**src/libuc_pkg.sv**
```systemverilog
/*
 * Package for the legacy bus bridge and serial-port control block:
 * register indices, field positions, reset values and carrier structs.
 * Assumes the host's I/O decoder presents one register access per cycle.
 */
`default_nettype none
package libuc_pkg;
    // Register indices on the local register port
    localparam logic [1:0] LIBUC_IDX_BAUD_MODE = 2'h0;
    localparam logic [1:0] LIBUC_IDX_FWD_CTRL1 = 2'h1;
    localparam logic [1:0] LIBUC_IDX_BUS_CTRL2 = 2'h2;
    // Field positions
    localparam int LIBUC_SCALE_BIT = 0;
    localparam int LIBUC_HIT_BIT = 7;
    localparam int LIBUC_CTRL2_EN_HI = 2;
    // Divisor shift in legacy interpretation
    localparam int LIBUC_DIV_SHIFT = 4;
    // Reset values
    localparam logic [7:0] LIBUC_BAUD_MODE_RST = 8'h00;
    localparam logic [7:0] LIBUC_FWD_CTRL1_RST = 8'h00;
    localparam logic [2:0] LIBUC_CTRL2_EN_RST = 3'h0;
    localparam logic LIBUC_HIT_RST = 1'b0;

    // Host register access, one cycle per strobe
    typedef struct packed {
        logic rd;
        logic wr;
        logic [1:0] idx;
        logic [7:0] wdata;
    } libuc_reg_req_t;

    // One decoded host I/O cycle
    typedef struct packed {
        logic valid;
        logic port1_win;
        logic port2_win;
        logic other_isa;
    } libuc_io_cycle_t;
endpackage : libuc_pkg
`default_nettype wire

```
**src/libuc_ctrl.sv**
```systemverilog
/*
 * Legacy bus bridge control: serial-port window forwarding, baud divisor
 * scaling, legacy interrupt forwarding and the sticky bus-hit flag.
 * Assumes address compare of the port windows is done upstream on sys_clk,
 * and that the legacy interrupt lines arrive asynchronously from pins.
 */
`timescale 1ns/1ps
`default_nettype none
module libuc_ctrl
    import libuc_pkg::*;
#(
    parameter int DIV_W = 16,
    parameter int NUM_LINES = 11
)
(
    // Clock, reset, enable
    input wire logic sys_clk,
    input wire logic srst,
    input wire logic clk_en,
    // Register port
    input wire libuc_reg_req_t reg_req,
    output logic [7:0] reg_rdata,
    // Host I/O cycle decode
    input wire libuc_io_cycle_t io_cycle,
    input wire logic serial_port1_output_enable,
    input wire logic serial_port2_output_enable,
    output logic port1_select,
    output logic port2_select,
    output logic legacy_forward,
    // Serial port pin gating
    input wire logic [1:0] txd_raw,
    input wire logic [1:0] rts_raw,
    output logic [1:0] txd_out,
    output logic [1:0] rts_out,
    output logic [1:0] txd_oe,
    output logic [1:0] rts_oe,
    // Baud divisor
    input wire logic [DIV_W-1:0] divisor_prog,
    output logic [DIV_W+3:0] divisor_eff,
    // Legacy interrupt lines: 15,14,12,11,10,9,7,6,5,4,3 from msb
    input wire logic [NUM_LINES-1:0] legacy_irq_pin,
    output logic [NUM_LINES-1:0] serial_irq_slot
);
    // Refused at elaboration: the line map is fixed at eleven lines
    if (NUM_LINES != 11 || DIV_W < 1)
    begin : g_bad_params
        $error("libuc_ctrl: unsupported parameters");
    end

    // Matches a register access to an index
    function automatic logic reg_hit(input libuc_reg_req_t r,
                                     input logic [1:0] idx);
        reg_hit = r.idx == idx;
    endfunction : reg_hit

    logic scale_reg; // Shared divisor scaling bit
    logic [7:0] fwd_ctrl1_reg; // Lines 11..3 enables
    logic [2:0] ctrl2_en_reg; // Lines 15,14,12 enables
    logic hit_flag_reg; // Sticky legacy-bus hit
    logic hit_flag_next;
    logic [NUM_LINES-1:0] irq_meta_reg; // First sync stage only
    logic [NUM_LINES-1:0] irq_sync_reg;
    logic [NUM_LINES-1:0] line_en; // Concatenated enables
    logic hit_event; // Forwarded cycle this clock
    logic flag_rd; // Host read of control two

    // Window decode: a disabled port stops decoding its own range
    always_comb
    begin
        port1_select = io_cycle.port1_win && serial_port1_output_enable;
        port2_select = io_cycle.port2_win && serial_port2_output_enable;
        // Anything in a disabled window goes out on the legacy bus
        legacy_forward = io_cycle.other_isa
            || (io_cycle.port1_win && !serial_port1_output_enable)
            || (io_cycle.port2_win && !serial_port2_output_enable);
    end

    assign hit_event = io_cycle.valid && legacy_forward;
    assign flag_rd = reg_req.rd && reg_hit(reg_req, LIBUC_IDX_BUS_CTRL2);

    // Port outputs released while disabled; idle level on data is high
    always_comb
    begin
        txd_oe = {serial_port2_output_enable, serial_port1_output_enable};
        rts_oe = txd_oe;
        txd_out = txd_raw | ~txd_oe;
        rts_out = rts_raw | ~rts_oe;
    end

    // Scaling bit: only bit 0 is stored, the rest reads zero
    always_ff @(posedge sys_clk)
    begin
        if (srst)
            scale_reg <= LIBUC_BAUD_MODE_RST[LIBUC_SCALE_BIT];
        else if (clk_en && reg_req.wr && reg_hit(reg_req, LIBUC_IDX_BAUD_MODE))
            scale_reg <= reg_req.wdata[LIBUC_SCALE_BIT];
    end

    // Effective divisor, registered so the UART cores see a clean value
    always_ff @(posedge sys_clk)
    begin
        if (srst)
            divisor_eff <= '0;
        else if (clk_en)
        begin
            if (scale_reg)
                divisor_eff <= {4'h0, divisor_prog};
            else
                divisor_eff <= {divisor_prog, 4'h0};
        end
    end

    // Interrupt enables; control two keeps only bits 2-0 and the flag
    always_ff @(posedge sys_clk)
    begin
        if (srst)
        begin
            fwd_ctrl1_reg <= LIBUC_FWD_CTRL1_RST;
            ctrl2_en_reg <= LIBUC_CTRL2_EN_RST;
        end
        else if (clk_en && reg_req.wr)
        begin
            if (reg_hit(reg_req, LIBUC_IDX_FWD_CTRL1))
                fwd_ctrl1_reg <= reg_req.wdata;
            if (reg_hit(reg_req, LIBUC_IDX_BUS_CTRL2))
                ctrl2_en_reg <= reg_req.wdata[LIBUC_CTRL2_EN_HI:0];
        end
    end

    // Sticky hit: a new hit beats the read clear, writes never touch it
    always_comb
    begin
        hit_flag_next = hit_flag_reg;
        if (flag_rd)
            hit_flag_next = 1'b0;
        if (hit_event)
            hit_flag_next = 1'b1;
    end

    always_ff @(posedge sys_clk)
    begin
        if (srst)
            hit_flag_reg <= LIBUC_HIT_RST;
        else if (clk_en)
            hit_flag_reg <= hit_flag_next;
    end

    // Read data registered; reserved bits come back as zero
    always_ff @(posedge sys_clk)
    begin
        if (srst)
            reg_rdata <= 8'h00;
        else if (clk_en && reg_req.rd)
        begin
            unique case (reg_req.idx)
                LIBUC_IDX_BAUD_MODE: reg_rdata <= {7'h00, scale_reg};
                LIBUC_IDX_FWD_CTRL1: reg_rdata <= fwd_ctrl1_reg;
                LIBUC_IDX_BUS_CTRL2:
                    reg_rdata <= {hit_flag_reg, 4'h0, ctrl2_en_reg};
                default: reg_rdata <= 8'h00; // Unused index
            endcase
        end
    end

    // Pins cross into sys_clk through two flops before gating
    always_ff @(posedge sys_clk)
    begin
        if (srst)
        begin
            irq_meta_reg <= '0;
            irq_sync_reg <= '0;
        end
        else if (clk_en)
        begin
            irq_meta_reg <= legacy_irq_pin;
            irq_sync_reg <= irq_meta_reg;
        end
    end

    // Global serial enable deliberately plays no part here
    assign line_en = {ctrl2_en_reg, fwd_ctrl1_reg};

    // Active-high pass-through, no latching of the line level
    generate
        for (genvar i = 0; i < NUM_LINES; i++)
        begin : g_line
            always_ff @(posedge sys_clk)
            begin
                if (srst)
                    serial_irq_slot[i] <= 1'b0;
                else if (clk_en)
                    serial_irq_slot[i] <= irq_sync_reg[i] && line_en[i];
            end
        end
    endgenerate
endmodule : libuc_ctrl
`default_nettype wire

```
**config.mk**
```make
export PLATFORM = sky130hd
export DESIGN_NAME = libuc_ctrl
export DESIGN_NICKNAME = d
export VERILOG_FILES = /design/src/libuc_pkg.sv /design/src/libuc_ctrl.sv
export SDC_FILE = /design/constraint.sdc
export NUM_CORES = 1
export LEC_CHECK = 0
export ABC_AREA = 1
export BUFFER_PORTS_ARGS = -buffer_cell sky130_fd_sc_hd__buf_2
export CELL_PAD_IN_SITES_DETAIL_PLACEMENT = 0
export CELL_PAD_IN_SITES_GLOBAL_PLACEMENT = 1
export CORE_MARGIN = 2
export CORE_UTILIZATION = 29
export DETAILED_ROUTE_END_ITERATION = 6
export PLACE_DENSITY_LB_ADDON = 0.1
export SLEW_MARGIN = 10
export SYNTH_ARGS = -nofsm -noshare
export SYNTH_HDL_FRONTEND = slang
export SYNTH_SLANG_ARGS = --single-unit
```
**constraint.sdc**
```tcl
create_clock -name sys_clk -period 2.92 [get_ports sys_clk]
set_clock_uncertainty 0.2 [all_clocks]
set_input_delay 0.146 -clock sys_clk [delete_from_list [all_inputs] [get_ports sys_clk]]
set_output_delay 0.146 -clock sys_clk [all_outputs]
set_load 0.05 [all_outputs]
```
Yosys cells after proc, flatten, opt, wreduce, memory -nomap -nowiden --
Index checks and enable logic that the tools add are counted.
Cells by class: $add $sub $neg 0, $mul 0, divide/modulo/power cells 0, order comparisons 0, equal/unequal tests 2, shift operators 0, mux-type cells 4, bitwise logic cells 3, reduce and logical (&&, ||, !) cells 29
Operators with widths (count):
- one-hot mux 8 bit (3 select lines) | 1
- logical AND 1 bit | 20
- 2-to-1 mux 20 bit | 1
- AND reduction 2 bit | 3
- bitwise OR 2 bit | 2
- == test 2 x 1 -> 1 bit, second input constant | 1
- == test 2 bit, second input constant | 1
- zero test 1 bit | 2
- zero test 2 bit | 1
- logical OR 1 bit | 2
- 2-to-1 mux 1 bit | 2
- NOT 2 bit | 1
- nonzero test 2 bit | 1
Word-level totals: register bits 74, bits in latches 0, bits in writable memories 0, bits in read-only memories 0, input port bits 52, output and inout port bits 50, word-level logic and storage cells 57, memories kept 0

Longest topological paths before layout --
depth in word-level cells 7, depth in mapped cells 8, gate-level depth less buffers 6

Worst setup path before layout --
Ideal clock, no wire load.
kind in2reg, start in serial_port2_output_enable, end reg hit_flag_reg, library setup time 132 ps, arrival time 861 ps, required time 2588 ps, setup slack 1726 ps, stages 5, path buffers 0, cells stage by stage inv_1 > nand2_1 > nand3_1 > nand2_1 > a21oi_1
Between the ends: word-level cells in the longest chain between the ends 6, elaborated cells between the ends (all ways) 7, those cells by class mux (1); reduce/logical (6)
Ends and longest elaborated chain:
- start: declaration | line libuc_ctrl.sv:26 | input wire logic serial_port2_output_enable,
- zero test 1 bit * | line libuc_ctrl.sv:75 | || (io_cycle.port2_win && !serial_port2_output_enable);
- logical AND 1 bit * | line libuc_ctrl.sv:75
- logical OR 1 bit * | line libuc_ctrl.sv:75
- via legacy_forward | line libuc_ctrl.sv:29 | output logic legacy_forward,
- logical AND 1 bit * | line libuc_ctrl.sv:78 | assign hit_event = io_cycle.valid && legacy_forward;
- nonzero test 2 bit (no line)
- AND reduction 2 bit (no line)
- end signal: assignment | line libuc_ctrl.sv:145 | hit_flag_reg <= hit_flag_next;
- end: declaration | line libuc_ctrl.sv:59 | logic hit_flag_reg;
Mark *: on every way through the listed nets, which the timed path passes. The rest lies on a longest branch. A chain may end at the register's enable or synchronous reset.

==> run summary <==
Total of max-cap violations: 0
Layout area overhead: 41.63%
Reg2Reg Depth: 7
Top layer in use: met4
First-pass GRT wire length: 13.71 mm
Sequential share of the synthesized area: 0.5019
Number of unique standard cell types used by synthesis: 20
Row count: 36
Most frequent cell after synthesis: nand2_1
XOR/XNOR share of the synthesized area: 0
Post-synth EDFFs: 0
Largest family of logic cells by synthesized area: simple AND/OR/NAND/NOR gates
Final std cells w/o fill: 683
Crit-path max cell delay: 0.55 ns
Placed Instances: 617
Max VDD drop: 0.2343 mV
Fin. Hold Viols: 0
Utilization after layout: 0.4257
Hold Path Class: input pin to register
Synth top area share: 0.5019
Hold depth: 4
CTS Buffer Depth: 2
Min-delay src: reg_req[9]
Fin area: 4180 um2
Final-stage net count: 597
RR Endpoint: divisor_eff[10]
Num CTS Buffers: 9
Placed Area: 3485 um2
Crit. End Element: register
Critical path arrival: 2.01 ns
Crit-path max FO: 54
Die width: 104.9 um
Slowest CP cell: dlygate4sd3_1
Cells after Synth: 406
FF-to-FF setup slack: 1.07 ns
Router iterations before antenna repair: 4
WL final: 8.338 mm
Reg with most FFs: divisor_eff
Clock sinks: 74
Area leader, netlist: dfxtp_1
CP Buf/Inv Count: 4
Post-DP HPWL: 5.361 mm
Core area: 9819 um2
CP Class: input pin to register
Syn nets: 458
Via/cell ratio: 4.433
Crit path time final: 1.913 ns
Worst-path cell chain: buf_2, inv_4, nor2_8, nand2_1, nand3_1, dlygate4sd3_1, nand2_1, inv_1
Yosys Warn Count: 0
# resized after CTS: 0
WL met3: 436 um
Slew @ Worst Pin: 0.8511 ns
Die span in y: 104.9 um
WL/cell: 12.21 um
Root cell of the clock tree: clkbuf_8
Worst reg2reg path startpoint: scale_reg
Relative max-transition margin: 0.4326
Vias post-DR: 3,028
Diode count: 0
Final GP Congestion: 0.7845
Post-synth ARST share: 0
1st-iter DRT viols: 162
Final period util: 0.6550
Total track usage: 0.1551
Cell family contributing the most delay on the critical path: buffers and inverters
Post-CTS Setup Inserts: 0
H-tree depth: 3
Number of flip-flops in the largest register: 20
Synth area leaders: dfxtp_1 50%, nand2_1 12%, nor2_1 10%
Slew Viols, Final: 0
Post-synthesis simple-gate area fraction: 0.2866
Die area: 11,000 um2
Post-Syn Area per Cell: 7.270 um2
RSZ-0062 raised after global routing: no
Status: finished, final reports clean
Met1 wire length: 4.010 mm
Top Ports: 102
LEAKAGE: 0.002073 uW
Share of cells above drive strength 1: 0.2382
Clock tree from TritonCTS: yes
Worst-path clk slew: 0.08 ns
Mux cell area share after synthesis: 0
Sum Neg Setup Slack: 0 ns
Initial antenna violation count: 0
Port bufs: 101
Starting Density: 0.3006
Most frequent cells after synthesis: 93 x nand2_1, 82 x nor2_1, 74 x dfxtp_1, 46 x o21ai_0, 27 x a21oi_1
# DRC: 0
Largest net degree at the start of global routing: 59
Main synth FF type: dfxtp_1
Crit-path most repeated cell: nand2_1
Clk Latency, worst-skew pair: 0.35 ns
Fill count: 1,111
Post-synthesis adder-cell area fraction: 0
Pwr Density: 540.0 nW/um2
Synth Area in Compound Gates: 0.1238
WP data required: 3.02 ns
Final setup viols: 0
#FFs+latches synth: 74
Fmax: 0.5228 GHz
Hold EP: scale_reg
Mapped cell area: 2952 um2
GRT overflow: 0
Met2 wire len: 3.754 mm
Vias in the first global route: 2,895
Post-route ant nets: 0
Crit start category: input pin
worst reg2reg max path: stages (launching register included):
cell           delay [ns]
dfxtp_1              0.39
nand2_2              0.11
clkinv_2             0.20
nand2_1              0.12
nand3_1              0.07
dlygate4sd3_1        0.56
nand2_1              0.06
inv_1                0.04
cell type report:
type	instances	area, um2	share of cell area
repair buffers	153	1021	0.2442
inverters	27	105.1	0.02514
flip-flops and latches	74	1481	0.3544
clock buffers	11	141.4	0.03382
multi-input cells	280	1211	0.2897
well taps	133	166.4	0.03981
clock inverters	5	53.80	0.01287
cells by family after synthesis:
group,after synthesis
AOI/OAI and AO/OA,73
and+or+nand+nor,207
DFF,74
buffers and inverters,52
per-layer routing:
layer,track usage,up-vias
li1,-,1557
met4,0.06857,0
met2,0.2495,87
met1,0.2013,1373
met3,0.02994,11
met5,0,-
stage by stage:
step	total power, uW	hold WS (ns)	setup slack [ns]
after detailed placement	1436	0.1733	1.184
after CTS	2287	0.02999	1.041
after global routing	2373	0.05603	0.8911
after global placement	1435	0.1683	1.198
after floorplan	1340	0.08090	1.726
final	2257	0.04022	1.007
how the worst max path moves through the flow:
stage | startpoint | end | slack [ns] | depth (start not counted)
finish | clk_en | divisor_eff[10] | 1.01 | 8
global route | clk_en | divisor_eff[8] | 0.89 | 8
CTS | clk_en | divisor_eff[10] | 1.04 | 8
detailed placement | clk_en | divisor_eff[4] | 1.18 | 7
global placement | clk_en | divisor_eff[4] | 1.20 | 7
floorplan | serial_port2_output_enable | hit_flag_reg | 1.73 | 5
layout by cell type, fill, tap and decap left out, drive strengths merged:
master       count
or2              4
clkbuf          11
inv             26
dfxtp           74
clkinv           5
nand4            1
nor2            84
nand3           23
a21oi           27
dlygate4sd3     50
buf            103
bufinv           1
o21ai           46
nor3             1
nand2           94
where the power goes:
part	total, uW	leakage, uW	switching [uW]	internal (uW)
sequential	1090	0.000608	28.3	1060
clock	798	0.000103	382	416
combinational	372	0.00136	240	133
repair_timing:
| item | 4_1_cts | 5_1_grt |
|---|---|---|
| endpoints found under the hold margin | 51 | 0 |
| setup endpoints to repair | 0 | 0 |
| hold buffers | 50 | 0 |
No activity file was read; power rests on OpenSTA's default activity.
